$ cat config.mk
export PLATFORM = sky130hd
export DESIGN_NAME = asfh_host
export DESIGN_NICKNAME = d
export VERILOG_FILES = /design/src/logic/asfh_sync.v /design/src/logic/asfh_host.v
export VERILOG_INCLUDE_DIRS = /design/src /design/src/logic
export SDC_FILE = /design/constraint.sdc
export NUM_CORES = 1
export LEC_CHECK = 0
export BUFFER_PORTS_ARGS = -buffer_cell sky130_fd_sc_hd__buf_4
export CAP_MARGIN = 20
export CORE_MARGIN = 1
export CORE_UTILIZATION = 35
export CTS_CLUSTER_DIAMETER = 100
export DETAILED_ROUTE_END_ITERATION = 12
export GPL_TIMING_DRIVEN = 0
export PLACE_DENSITY = 0.55
export SLEW_MARGIN = 20
export SYNTH_ARGS = -nofsm -noshare
export SYNTH_HDL_FRONTEND = slang
export SYNTH_SLANG_ARGS = --single-unit
$ cat constraint.sdc
create_clock -name pclk -period 2.4 [get_ports pclk]
set_input_delay 0.12 -clock pclk [delete_from_list [all_inputs] [get_ports pclk]]
set_output_delay 0.12 -clock pclk [all_outputs]
set_load 0.02 [all_outputs]
$ cat src/logic/asfh_consts.vh
`ifndef ASFH_CONSTS_VH
`define ASFH_CONSTS_VH

// Register byte offsets
`define ASFH_OFS_CTRL    8'h00
`define ASFH_OFS_STATUS  8'h04
`define ASFH_OFS_WDATA   8'h08
`define ASFH_OFS_CMD     8'h0c
`define ASFH_OFS_RDATA   8'h10
`define ASFH_OFS_WCOUNT  8'h14

// CTRL fields
`define ASFH_CTRL_EXP    0
`define ASFH_CTRL_FL     1
// CMD fields
`define ASFH_CMD_WRITE   0
`define ASFH_CMD_READ    1
`define ASFH_CMD_RESET   2
`define ASFH_CMD_REWIND  3
// STATUS fields
`define ASFH_ST_BUSY     0
`define ASFH_ST_EMPTY    1
`define ASFH_ST_FULL     2
`define ASFH_ST_HALF     3
`define ASFH_ST_REFUSED  4
`define ASFH_ST_READY    5
`define ASFH_ST_RWOK     6

// Reset values
`define ASFH_CTRL_RST    2'h0
`define ASFH_WDATA_RST   9'h000

// Timing, ns as printed for the slowest grade
`define ASFH_CLK_NS      4
`define ASFH_T_PULSE_NS  35
`define ASFH_T_ACCESS_NS 35
`define ASFH_T_FLAG_NS   45
`define ASFH_SYNC_CYC    4
`define ASFH_CYC(ns)     (((ns) + `ASFH_CLK_NS - 1) / `ASFH_CLK_NS)

// Cycle counts derived from the times
`define ASFH_PULSE_CYC   `ASFH_CYC(`ASFH_T_PULSE_NS)
`define ASFH_RDLO_CYC    (`ASFH_CYC(`ASFH_T_ACCESS_NS) + `ASFH_SYNC_CYC)
`define ASFH_SETTLE_CYC  (`ASFH_CYC(`ASFH_T_FLAG_NS) + `ASFH_SYNC_CYC)

`endif

$ cat src/logic/asfh_sync.v
`timescale 1ns/1ps
module asfh_sync #(
    parameter WIDTH = 12
) (
    input  wire             pclk,
    input  wire             presetn,
    input  wire             ce,
    input  wire [WIDTH-1:0] async_in,
    output reg  [WIDTH-1:0] sync_out
);
    reg [WIDTH-1:0] s1_q;
    reg [WIDTH-1:0] s2_q;
    reg [WIDTH-1:0] s3_q;
    integer i;

    always @(posedge pclk or negedge presetn) begin
        if (!presetn) begin
            s1_q     <= {WIDTH{1'b0}};
            s2_q     <= {WIDTH{1'b0}};
            s3_q     <= {WIDTH{1'b0}};
            sync_out <= {WIDTH{1'b0}};
        end else if (ce) begin
            s1_q <= async_in;
            s2_q <= s1_q;
            s3_q <= s2_q;
            // Per bit: a change counts only once stages two and three agree
            for (i = 0; i < WIDTH; i = i + 1) begin
                if (s2_q[i] == s3_q[i]) begin
                    sync_out[i] <= s3_q[i];
                end
            end
        end
    end
endmodule

$ cat src/logic/asfh_host.v
`timescale 1ns/1ps
`include "asfh_consts.vh"
module asfh_host #(
    parameter DEPTH = 512,
    parameter CW    = 15
) (
    input  wire        pclk,
    input  wire        presetn,
    input  wire        ce,
    input  wire        psel,
    input  wire        penable,
    input  wire        pwrite,
    input  wire [7:0]  paddr,
    input  wire [31:0] pwdata,
    output reg  [31:0] prdata,
    output reg         pready,
    output reg         pslverr,
    output reg  [8:0]  write_data,
    output reg         write_strobe_n,
    output reg         read_strobe_n,
    output reg         reset_low_input,
    output reg         first_load_or_rewind,
    output reg         expansion_input,
    input  wire [8:0]  read_data,
    input  wire        full_indicator,
    input  wire        empty_indicator,
    input  wire        expansion_out_or_halfway
);
    localparam [2:0] S_IDLE   = 3'd0;
    localparam [2:0] S_RST    = 3'd1;
    localparam [2:0] S_WLO    = 3'd2;
    localparam [2:0] S_RLO    = 3'd3;
    localparam [2:0] S_RTLO   = 3'd4;
    localparam [2:0] S_SETTLE = 3'd5;

    localparam integer PULSE_I  = `ASFH_PULSE_CYC - 1;
    localparam integer RDLO_I   = `ASFH_RDLO_CYC - 1;
    localparam integer SETTLE_I = `ASFH_SETTLE_CYC - 1;
    localparam [4:0] PULSE_N  = PULSE_I[4:0];
    localparam [4:0] RDLO_N   = RDLO_I[4:0];
    localparam [4:0] SETTLE_N = SETTLE_I[4:0];
    localparam [CW-1:0] CAP   = DEPTH[CW-1:0];

    wire [11:0] sync_w;
    reg  [2:0]  state_q;
    reg  [4:0]  cnt_q;
    reg  [1:0]  ctrl_q;
    reg  [3:0]  cmd_q;
    reg         cmd_vld_q;
    reg         clr_ref_q;
    reg         refused_q;
    reg         ready_q;
    reg  [8:0]  rdata_q;
    reg  [CW-1:0] wcount_q;

    wire empty_s = ~sync_w[9];
    wire full_s  = ~sync_w[10];
    wire half_s  = ~sync_w[11] & ~ctrl_q[`ASFH_CTRL_EXP];
    wire rw_ok   = ~ctrl_q[`ASFH_CTRL_EXP] & (wcount_q < CAP);
    wire busy    = (state_q != S_IDLE) | cmd_vld_q;

    function [31:0] rd_mux;
        input [7:0] a;
        begin
            case (a)
                `ASFH_OFS_CTRL:   rd_mux = {30'h0, ctrl_q};
                `ASFH_OFS_STATUS: rd_mux = {25'h0, rw_ok, ready_q,
                                            refused_q, half_s, full_s,
                                            empty_s, busy};
                `ASFH_OFS_WDATA:  rd_mux = {23'h0, write_data};
                `ASFH_OFS_RDATA:  rd_mux = {23'h0, rdata_q};
                `ASFH_OFS_WCOUNT: rd_mux = {{(32-CW){1'b0}}, wcount_q};
                default:          rd_mux = 32'h0;
            endcase
        end
    endfunction

    function mapped;
        input [7:0] a;
        begin
            mapped = (a == `ASFH_OFS_CTRL) | (a == `ASFH_OFS_STATUS) |
                     (a == `ASFH_OFS_WDATA) | (a == `ASFH_OFS_CMD) |
                     (a == `ASFH_OFS_RDATA) | (a == `ASFH_OFS_WCOUNT);
        end
    endfunction

    asfh_sync #(
        .WIDTH (12)
    ) u_sync (
        .pclk     (pclk),
        .presetn  (presetn),
        .ce       (ce),
        .async_in ({expansion_out_or_halfway, full_indicator,
                    empty_indicator, read_data}),
        .sync_out (sync_w)
    );

    // APB slave: one wait state, effects at the edge that sees pready
    always @(posedge pclk or negedge presetn) begin
        if (!presetn) begin
            pready          <= 1'b0;
            pslverr         <= 1'b0;
            prdata          <= 32'h0;
            ctrl_q          <= `ASFH_CTRL_RST;
            write_data      <= `ASFH_WDATA_RST;
            cmd_q           <= 4'h0;
            cmd_vld_q       <= 1'b0;
            clr_ref_q       <= 1'b0;
            expansion_input <= 1'b0;
        end else if (ce) begin
            cmd_vld_q       <= 1'b0;
            clr_ref_q       <= 1'b0;
            expansion_input <= ctrl_q[`ASFH_CTRL_EXP];
            if (psel && penable && !pready) begin
                pready  <= 1'b1;
                pslverr <= ~mapped(paddr);
                prdata  <= pwrite ? 32'h0 : rd_mux(paddr);
            end else begin
                pready  <= 1'b0;
                pslverr <= 1'b0;
            end
            if (psel && penable && pready && pwrite) begin
                case (paddr)
                    `ASFH_OFS_CTRL: ctrl_q <= pwdata[1:0];
                    `ASFH_OFS_STATUS:
                        clr_ref_q <= pwdata[`ASFH_ST_REFUSED];
                    // Data may only change while no write is on the pins
                    `ASFH_OFS_WDATA: begin
                        if (state_q != S_WLO) begin
                            write_data <= pwdata[8:0];
                        end
                    end
                    `ASFH_OFS_CMD: begin
                        cmd_q     <= pwdata[3:0];
                        cmd_vld_q <= |pwdata[3:0];
                    end
                    default: ;
                endcase
            end
        end
    end

    // Pin sequencer; starts with a reset pulse after power-up
    always @(posedge pclk or negedge presetn) begin
        if (!presetn) begin
            state_q              <= S_RST;
            cnt_q                <= PULSE_N;
            reset_low_input      <= 1'b0;
            write_strobe_n       <= 1'b1;
            read_strobe_n        <= 1'b1;
            first_load_or_rewind <= 1'b1;
            refused_q            <= 1'b0;
            ready_q              <= 1'b0;
            rdata_q              <= 9'h000;
            wcount_q             <= {CW{1'b0}};
        end else if (ce) begin
            // Set wins over a software clear in the same cycle
            if (clr_ref_q) begin
                refused_q <= 1'b0;
            end
            if (cnt_q != 5'd0) begin
                cnt_q <= cnt_q - 5'd1;
            end
            case (state_q)
                S_IDLE: begin
                    first_load_or_rewind <= ctrl_q[`ASFH_CTRL_EXP] ?
                        ~ctrl_q[`ASFH_CTRL_FL] : 1'b1;
                    if (cmd_vld_q) begin
                        if (cmd_q[`ASFH_CMD_RESET]) begin
                            state_q         <= S_RST;
                            cnt_q           <= PULSE_N;
                            reset_low_input <= 1'b0;
                            ready_q         <= 1'b0;
                        end else if (cmd_q[`ASFH_CMD_WRITE]) begin
                            if (!ready_q || full_s) begin
                                refused_q <= 1'b1;
                            end else begin
                                state_q        <= S_WLO;
                                cnt_q          <= PULSE_N;
                                write_strobe_n <= 1'b0;
                                if (wcount_q < CAP) begin
                                    wcount_q <= wcount_q + 1'b1;
                                end
                            end
                        end else if (cmd_q[`ASFH_CMD_READ]) begin
                            if (!ready_q || empty_s) begin
                                refused_q <= 1'b1;
                            end else begin
                                state_q       <= S_RLO;
                                cnt_q         <= RDLO_N;
                                read_strobe_n <= 1'b0;
                            end
                        end else if (cmd_q[`ASFH_CMD_REWIND]) begin
                            if (!ready_q || !rw_ok) begin
                                refused_q <= 1'b1;
                            end else begin
                                state_q              <= S_RTLO;
                                cnt_q                <= PULSE_N;
                                first_load_or_rewind <= 1'b0;
                            end
                        end
                    end
                end
                S_RST: begin
                    if (cnt_q == 5'd0) begin
                        reset_low_input <= 1'b1;
                        wcount_q        <= {CW{1'b0}};
                        state_q         <= S_SETTLE;
                        cnt_q           <= SETTLE_N;
                    end
                end
                S_WLO: begin
                    if (cnt_q == 5'd0) begin
                        write_strobe_n <= 1'b1;
                        state_q        <= S_SETTLE;
                        cnt_q          <= SETTLE_N;
                    end
                end
                S_RLO: begin
                    if (cnt_q == 5'd0) begin
                        rdata_q       <= sync_w[8:0];
                        read_strobe_n <= 1'b1;
                        state_q       <= S_SETTLE;
                        cnt_q         <= SETTLE_N;
                    end
                end
                S_RTLO: begin
                    if (cnt_q == 5'd0) begin
                        first_load_or_rewind <= 1'b1;
                        state_q              <= S_SETTLE;
                        cnt_q                <= SETTLE_N;
                    end
                end
                S_SETTLE: begin
                    // Flags need their delay plus the sync before use
                    if (cnt_q == 5'd0) begin
                        ready_q <= 1'b1;
                        state_q <= S_IDLE;
                    end
                end
                default: begin
                    state_q <= S_IDLE;
                end
            endcase
            if (cmd_vld_q && state_q != S_IDLE) begin
                refused_q <= 1'b1;
            end
        end
    end
endmodule

==> impl_metrics.toml, run 1 <==
[route]
routedWlPerCell_um = 15.8
drt-initial-drc-count = 268
first_pass_iters = 5
remaining_drc_errors = 0
drtAntennaViolNets = 0
vias_per_cell = 4.98
routed_wl_um = 13800
num_vias = 4366

[placement]
post-place-cells = 819
dpl_cell_area_mm2 = 0.00659
place_congestion = 0.859
io_buffer_count = 64
place_hpwl_um = 10100

[floorplanning]
die_area_mm2 = 0.0169
rows = 46
start_util_pct = 36.1
die_x_um = 130
core_area_mm2 = 0.0159
die_h_um = 130
ios = 106

[synth]
yosysWarnings = 0
yosysUniqueCellTypes = 61
syn-mean-instance-area_um2 = 11.0
synth.largest_area_cell = "dfrtp_1"
async_reset_ff_share_pct = 100
synth_ff_type = "dfrtp_1"
synth_top_area_share_pct = 50.5
synth_cells = 522
syn-cell-area_mm2 = 0.00575
synth-seq-area-share_pct = 52.8
synth_edf_count = 0
synth_area_leaders = "dfrtp_1 50%, mux2_2 13%, a21oi_1 2.7%"
ys_seq_elements = 121

[critical_path]
start_kind = "flop"
cp.arrival_ns = 2.53
r2r_start = "cnt_q[0]"
worst-setup-path-type = "reg -> reg"
crit_fanout = 10
ff2ff_setup_slack_ns = 0.17
reg2reg_to = "rdata_q[1]"
worstSetupEndpointType = "flop"
r2r.worst_path.cells = 7
crit_required_ns = 2.70

[power_and_ir_drop]
finalPower_mw = 6.40
p_leak_nw = 3.39
ir_drop_mv = 0.764
cellPowerDensity_mw_per_mm2 = 856

[clocking]
clk_path_buf_depth = 2
clock_latency_ns = 0.42
clockRootBuffer = "clkbuf_16"
cts.sinks = 121
cts_buffers = 17
path_clk_slew_ns = 0.06
htreeDepth = 4
cts_tree = "done"

[timing]
fin_crit_ns = 2.23
layout_worst_path_cycle_share_pct = 92.7
fin_skew_ns = 0.00580
rsz0062_at_grt = "no"
setup_viol = 0
slew_headroom_pct = 42.4
finalHoldViolCount = 0
slew_violations = 0
max_freq_mhz = 449
worstMarginPinSlew_ns = 0.856
timing.setup.tns_ns = 0

[min_path]
hold_start = "paddr[1]"
hold_class = "in -> reg"
min_to = "prdata[1]"
worst_hold_path.num_cells = 3

[finish]
drive_gt1_share_pct = 29.8
fin_area_mm2 = 0.00748
area.growth.synth_to_final_pct = 30.0
finalNonFillerCells = 876
insertedDiodeCount = 0
layout.nets = 708

[grt]
grt_usage_pct = 17.5
grt_max_degree = 64
overflow = 0
grt_pass1_vias = 4170
grt_pass1_wl_um = 22100
grt_antenna_before_repair = 0

[flow_run]
cap_violations = 0

[run_status]
status = "finished clean"
## power by group
group | switching, mW | internal [mW]
logic | 0.635 | 0.518
registers | 0.230 | 2.29
clock network | 0.955 | 1.77
## cells in the mapped netlist (3+ instances only)
master	number
a21oi_1	31
o31ai_1	10
clkbuf_1	23
a211oi_1	3
dfrtp_1	116
a31oi_1	6
and4b_1	3
nor2b_1	5
nor2_1	36
ha_1	3
inv_1	7
and2_1	5
o21ai_0	30
nor3_1	8
dfstp_2	5
mux2i_1	6
a21o_1	3
and3_1	5
a22oi_1	3
a22o_1	13
nand2_1	29
nor4_1	3
o22ai_1	3
nand4_1	4
mux2_2	64
nand2b_1	18
nand3_1	20
buf_4	17
buf_1	3
## critical path, cell delays in order (launching register included)
cell and delay [ns]:
dfrtp_1 0.40, inv_1 0.07, ha_1 0.19, nor4b_4 0.33, buf_4 0.21, nand3_1 0.20, nor2_4 0.32, mux2_2 0.38
## layout by cell type, fill, tap and decap left out, types with 6 or more instances in the layout
cell type,count
a22o_1,13
o21ai_0,30
a31oi_1,6
nand2b_1,18
dfrtp_1,116
o31ai_1,10
nor3_1,8
inv_1,7
mux2_2,64
clkbuf_1,23
clkbuf_16,17
nand2_1,29
buf_4,82
nand3_1,20
nor2_1,36
a21oi_1,31
dlygate4sd3_1,23
mux2i_1,6
conb_1,17
## final cells by class
cell class                 instances  area, um2
clock buffer                      18        439
tap                              216        270
inverter                           7       26.3
buffer                            45        248
timing repair buffer              90        757
sequential                       121       3030
fill                            1512       8470
multi-input combinational        365       2510
clock inverter                    14        194
## timing repair
item | CTS | global route
setup buffers | 0 | 2
hold endpoints to repair | 85 | 0
resized for setup | 1 | 0
hold buffers | 23 | 0
endpoints found under the setup margin | 6 | 14
## stage by stage
stage | hold WS [ns] | util (%) | setup WS (ns)
after floorplan | -0.176 | - | 0.442
after global placement | 0.354 | 41.2 | 0.0305
after detailed placement | 0.138 | 41.4 | 0.0103
after CTS | 0.0542 | 46.8 | 0.0538
after global routing | 0.0821 | 46.9 | 0.0373
final | 0.0742 | 46.9 | 0.175
## worst max path at each step
stage | cells after the start | slack [ns] | startpoint | to
final | 7 | 0.17 | cnt_q[0] | rdata_q[1]
after detailed placement | 6 | 0.01 | cnt_q[0] | rdata_q[1]
after CTS | 8 | 0.05 | cnt_q[0] | state_q[0]
after global routing | 9 | 0.04 | cnt_q[0] | wcount_q[7]
after global placement | 6 | 0.03 | cnt_q[0] | rdata_q[6]
after floorplan | 8 | 0.44 | cnt_q[0] | state_q[0]
## state kept, by name, indices dropped and copies added, names as in the netlist, 2 cells and up
signal           cells
u_sync.s1_q         12
rdata_q              9
state_q              3
write_data           9
ctrl_q               2
u_sync.s2_q         12
cnt_q                5
wcount_q            15
cmd_q                4
u_sync.sync_out     12
u_sync.s3_q         12
prdata              15
## kinds of logic (layout without fill, tap and decap cells)
logic type / after synthesis / count (layout) / share of synthesized area [%]
xor+xnor: 1 / 1 / 0.152
flops: 121 / 121 / 52.8
fa+ha+maj: 3 / 3 / 0.653
buf+inv: 52 / 174 / 4.76
simple gates: 152 / 152 / 14.3
mux: 70 / 70 / 13.6
compound gates: 122 / 122 / 13.7
other cells: 1 / 17 / 0.0652
## routing by layer
layer  track usage, %  part of all wire, %  up-vias
met4             6.02                 0.74        0
met2             28.3                   49       99
met3             4.31                  3.9        7
met1             22.8                   47     2137
li1                 -                    -     2123
met5                0                    0        -
No activity file was read; power rests on OpenSTA's default activity.
==> run 2: changes to the inputs <==
--- a/config.mk
+++ b/config.mk
@@ -8,12 +8,12 @@
 export LEC_CHECK = 0
 export BUFFER_PORTS_ARGS = -buffer_cell sky130_fd_sc_hd__buf_4
 export CAP_MARGIN = 20
+export CORE_ASPECT_RATIO = 2
 export CORE_MARGIN = 1
-export CORE_UTILIZATION = 35
+export CORE_UTILIZATION = 30
 export CTS_CLUSTER_DIAMETER = 100
 export DETAILED_ROUTE_END_ITERATION = 12
-export GPL_TIMING_DRIVEN = 0
-export PLACE_DENSITY = 0.55
+export PLACE_DENSITY = 0.49
 export SLEW_MARGIN = 20
 export SYNTH_ARGS = -nofsm -noshare
 export SYNTH_HDL_FRONTEND = slang
==> run 2 against run 1 <==
Against the previous run:
- sequential power rose by 2%
- total power rose by 1.3%
- sequential share of layout area rose by 0.41 points
- cell area fell by 1.0%
- cell count rose by 1.1%
- routed wire length rose by 5.6%
- clock power rose by 4%
- count of clock-buffer cells in the layout rose by 3
- clock skew rose by 0.0025 ns
- non-clock buffer count fell by 29
- via count rose by 1.5%
- utilization fell by 7.6 points
==> impl_metrics.toml, run 2 (synthesis results as in run 1) <==
[run_status]
status = "finished clean"

[critical_path]
path_depth = 5
max_stage_delay_ns = 0.57
path_delay_family = "simple AND/OR/NAND/NOR gates"
crit_required_ns = 2.74
worstSetupEndpointType = "flop"
cp.arrival_ns = 2.44
crit_path_end = "prdata[6]"
reg2reg_to = "prdata[6]"
start_kind = "flop"
path_cells = "or4_4 -> or3_1 -> o32a_1 -> o21ai_1 -> a22o_1"
r2r_start = "wcount_q[13]"
startpoint = "wcount_q[13]"
crit_path_top_delay_cell = "or4_4"
r2r.worst_path.cells = 5
critPathBufInv = 0
worst-setup-path-type = "reg -> reg"
crit_fanout = 4
ff2ff_setup_slack_ns = 0.30

[clocking]
path_clk_slew_ns = 0.06
cts_buffers = 17
clk_path_buf_depth = 2
htreeDepth = 4
clockRootBuffer = "clkbuf_16"
cts_tree = "done"
clock_latency_ns = 0.41
cts.sinks = 121

[finish]
seq_area_mm2 = 0.00303
area.growth.synth_to_final_pct = 28.7
layout.nets = 679
largest_registers = "prdata: 15 flops, wcount_q: 15 flops"
multiInputGateArea_mm2 = 0.00250
fillers = 1889
final_common_cell = "dfrtp_1"
drive_gt1_share_pct = 30.4
final_cell_mix = "116 x dfrtp_1, 82 x buf_4, 64 x mux2_2"
insertedDiodeCount = 0

[route]
first_pass_iters = 4
num_vias = 4432
vias_per_cell = 5.00
remaining_drc_errors = 0
drt-initial-drc-count = 196
routedWlPerCell_um = 16.5
routed_wl_um = 14600
drtAntennaViolNets = 0

[floorplanning]
die_h_um = 198
core_area_mm2 = 0.0188
die_area_mm2 = 0.0198
die_x_um = 99.9
ios = 106
rows = 71
start_util_pct = 30.5

[timing]
layout_worst_path_cycle_share_pct = 87.4
finalHoldViolCount = 0
slew_violations = 0
max_freq_mhz = 477
setup_viol = 0
fin_crit_ns = 2.10
worstMarginPinSlew_ns = 0.722
slew_headroom_pct = 51.8
fin_ws_ns = 0.302
fin_skew_ns = 0.00826
rsz0062_at_grt = "no"
timing.setup.tns_ns = 0

[placement]
place_congestion = 0.859
io_buffer_count = 65
preCtsSetupSlack_ns = 0.214
place_hpwl_um = 10700

[grt]
grt_max_degree = 67
grt_antenna_before_repair = 0
grt_usage_pct = 15.7
grt_pass1_vias = 4418
overflow = 0
grt_pass1_wl_um = 23400

[power_and_ir_drop]
ir_drop_mv = 0.473
p_leak_nw = 3.34
cellPowerDensity_mw_per_mm2 = 876

[min_path]
hold_start = "paddr[1]"
hold_class = "in -> reg"

[flow_run]
cap_violations = 0
run 2: cell count changes in the layout (fill, tap and decap cells not counted), sizes merged:
| cell | delta |
|---|---|
| buf | -6 |
| clkbuf | -20 |
| clkinv | -2 |
| bufinv | +1 |
| inv | -2 |
run 2: where the power goes:
part | internal, mW | switching (mW) | leakage, nW
clock network | 1.90 | 0.928 | 0.314
logic | 0.498 | 0.584 | 1.46
registers | 2.29 | 0.282 | 1.56
run 2: repair_timing:
item                                   CTS  global route
setup buffers                            0             4
hold buffers                            23             0
setup endpoints to repair                0             1
gates resized for setup                  0             0
endpoints found under the hold margin   73             0
run 2: cell type report:
type / instances / area share [%]
sequential: 121 / 41.0
timing repair buffer: 106 / 11.7
multi-input combinational: 365 / 33.8
tap: 255 / 4.31
inverter: 7 / 0.355
clock buffer: 21 / 6.22
clock inverter: 11 / 2.60
run 2: worst register-to-register path, delay by kind of cell, from the launching register on:
| kind | cells | cell delay (ns) |
|---|---|---|
| AND/OR/NAND/NOR | 2 | 0.94 |
| AO/OA/AOI/OAI | 3 | 0.68 |
| flip-flops | 1 | 0.42 |
run 2: worst min path at each step:
stage,endpoint,cells past startpoint
6_report,prdata[1],3
5_1_grt,prdata[1],3
4_1_cts,prdata[1],3
3_5_place_dp,u_sync.sync_out[6],1
3_3_place_gp,reset_low_input,1
2_1_floorplan,clr_ref_q,0
run 2: layer usage:
layer,global-route usage [%],share of wire (%),wire length [um]
met1,16.2,38,5480
met2,28.3,54,7840
met3,3.21,3.4,497
met4,10.3,5.2,752
met5,0,0,0
run 2: metrics by stage:
stage               cell area, um2  util (%)  total power [mW]  instances  hold WS (ns)
finish                        7400      39.3              6.48        886        0.0827
global route                  7400      39.3              6.81        886         0.111
CTS                           7370      39.1              6.54        882        0.0571
detailed placement            6490      34.4              3.64        827         0.215
global placement              6490      34.4              3.60        827         0.210
floorplan                     5810         -              3.30        538        -0.176
==> run 3: changes to the inputs <==
==> constraint.sdc (replaced) <==
create_clock -name pclk -period 2.4 [get_ports pclk]
set_input_delay 0.24 -clock pclk [delete_from_list [all_inputs] [get_ports pclk]]
set_output_delay 0.24 -clock pclk [all_outputs]
set_load 0.02 [all_outputs]
==> run 3 against run 2 <==
Against the previous run:
- die area is the same
- critical endpoint unchanged
- clock power shrank 7.4%
- first-iteration DRC count is 11% higher
- cell count is 2.6% lower
- non-clock buffer count shrank 22
- highest routed layer unchanged
==> impl_metrics.toml, run 3 (synthesis results as in run 1) <==
[timing]
fin_crit_ns = 2.09
slew_headroom_pct = 52.5
max_freq_mhz = 479
rsz0062_at_grt = "no"
finalHoldViolCount = 0
layout_worst_path_cycle_share_pct = 87.0
slew_violations = 0
worstMarginPinSlew_ns = 0.708
fin_ws_ns = 0.313
fin_skew_ns = 0.00789
timing.setup.tns_ns = 0
setup_viol = 0

[route]
routed_wl_um = 14300
drt-initial-drc-count = 217
routedWlPerCell_um = 16.5
num_vias = 4246
remaining_drc_errors = 0
drtAntennaViolNets = 0
first_pass_iters = 4
vias_per_cell = 4.92

[clocking]
cts_buffers = 17
path_clk_slew_ns = 0.06
cts_tree = "done"
cts-resized-gates = 0
cts.sinks = 121
clk_path_buf_depth = 2
htreeDepth = 4
clock_latency_ns = 0.42
clockRootBuffer = "clkbuf_16"

[grt]
overflow = 0
grt_pass1_vias = 4191
grt_pass1_wl_um = 22800
grt_antenna_before_repair = 0
grt_usage_pct = 15.3
grt_max_degree = 56

[critical_path]
path_cells = "or4_4 -> or3_1 -> o32a_1 -> o21ai_1 -> a22o_1"
crit_path_top_delay_cell = "or4_4"
reg2reg_to = "prdata[6]"
worstSetupEndpointType = "flop"
crit_required_ns = 2.75
crit_fanout = 4
r2r_start = "wcount_q[13]"
r2r.worst_path.cells = 5
start_kind = "flop"
worst-setup-path-type = "reg -> reg"
ff2ff_setup_slack_ns = 0.31
max_stage_delay_ns = 0.57
cp.arrival_ns = 2.44

[run_status]
status = "finished clean"

[floorplanning]
rows = 71
die_area_mm2 = 0.0198
die_x_um = 99.9
start_util_pct = 30.5
core_area_mm2 = 0.0188
ios = 106
die_h_um = 198

[min_path]
min_to = "u_sync.s1_q[0]"
hold_class = "in -> reg"
worst_hold_path.num_cells = 2
hold_start = "read_data[0]"

[finish]
drive_gt1_share_pct = 31.7
multiInputGateArea_mm2 = 0.00250
seq_area_mm2 = 0.00303
layout.nets = 657
fin_util_pct = 37.9
final_cell_mix = "116 x dfrtp_1, 82 x buf_4, 64 x mux2_2"
fin_area_mm2 = 0.00714
largest_registers = "prdata: 15 flops, wcount_q: 15 flops"
final_common_cell = "dfrtp_1"
insertedDiodeCount = 0
fillers = 1896
area.growth.synth_to_final_pct = 24.2

[placement]
preCtsSetupSlack_ns = 0.169
io_buffer_count = 65
dpl_cell_area_mm2 = 0.00650
place_hpwl_um = 10700
place_congestion = 0.874

[power_and_ir_drop]
power_frac_seq_pct = 41.4
power_frac_comb_pct = 16.5
ir_drop_mv = 0.416
cellPowerDensity_mw_per_mm2 = 873
p_sw_mw = 1.77
switching_share_pct = 28.3
p_clk_share_pct = 42.0
p_leak_nw = 3.23
internal_power_mw = 4.47

[flow_run]
cap_violations = 0
## run 3: layout make-up
class	instances	share of cell area, %
clock buffers	20	6.54
clock inverters	11	2.03
inverters	7	0.368
multi-input cells	365	35.1
flip-flops and latches	121	42.5
well taps	255	4.47
repair buffers	84	9.04
## run 3: metrics by stage
step                      hold WS [ns]  total power [mW]  cells
after floorplan                -0.0556              3.30    538
after global placement           0.201              3.60    829
after detailed placement         0.202              3.65    829
after CTS                       0.0377              6.30    861
after global routing            0.0418              6.55    863
final                           0.0524              6.23    863
## run 3: worst max-delay path, delay by kind of cell (launching register included)
kind,cells,cell delay (ns)
simple gates,2,0.95
compound gates,3,0.67
flops,1,0.41
## run 3: how the worst max path moves through the flow
stage                            start          end  slack [ns]  cells past startpoint
after detailed placement      cnt_q[0]  wcount_q[6]        0.17                      7
after global routing          cnt_q[0]   state_q[0]        0.22                      9
after floorplan               cnt_q[0]   state_q[0]        0.44                      8
after global placement        cnt_q[0]   rdata_q[0]        0.24                      7
final                     wcount_q[13]    prdata[6]        0.31                      5
after CTS                     cnt_q[0]   state_q[0]        0.18                      8
## run 3: layer usage
metal / vias up / track usage [%] / routed length, um
met2: 108 / 27.9 / 7860
li1: 2017 / - / -
met5: - / 0 / 0
met1: 2090 / 15.7 / 5330
met3: 31 / 3.35 / 455
met4: 0 / 9.31 / 623
## run 3: power by group through the flow
| stage | Clock, mW | Combinational (mW) | Sequential, mW |
|---|---|---|---|
| 5_1_grt | 2.78 | 1.15 | 2.62 |
| 3_5_place_dp | 0 | 1.03 | 2.61 |
| 3_3_place_gp | 0 | 1.00 | 2.60 |
| 6_report | 2.62 | 1.03 | 2.58 |
| 4_1_cts | 2.69 | 1.04 | 2.58 |
| 2_1_floorplan | 0 | 0.809 | 2.49 |
## run 3: repair_timing
| action | CTS | global route |
|---|---|---|
| endpoints found under the hold margin | 24 | 0 |
| endpoints found under the setup margin | 0 | 1 |
| hold buffers | 1 | 0 |
| buffers inserted | 0 | 2 |
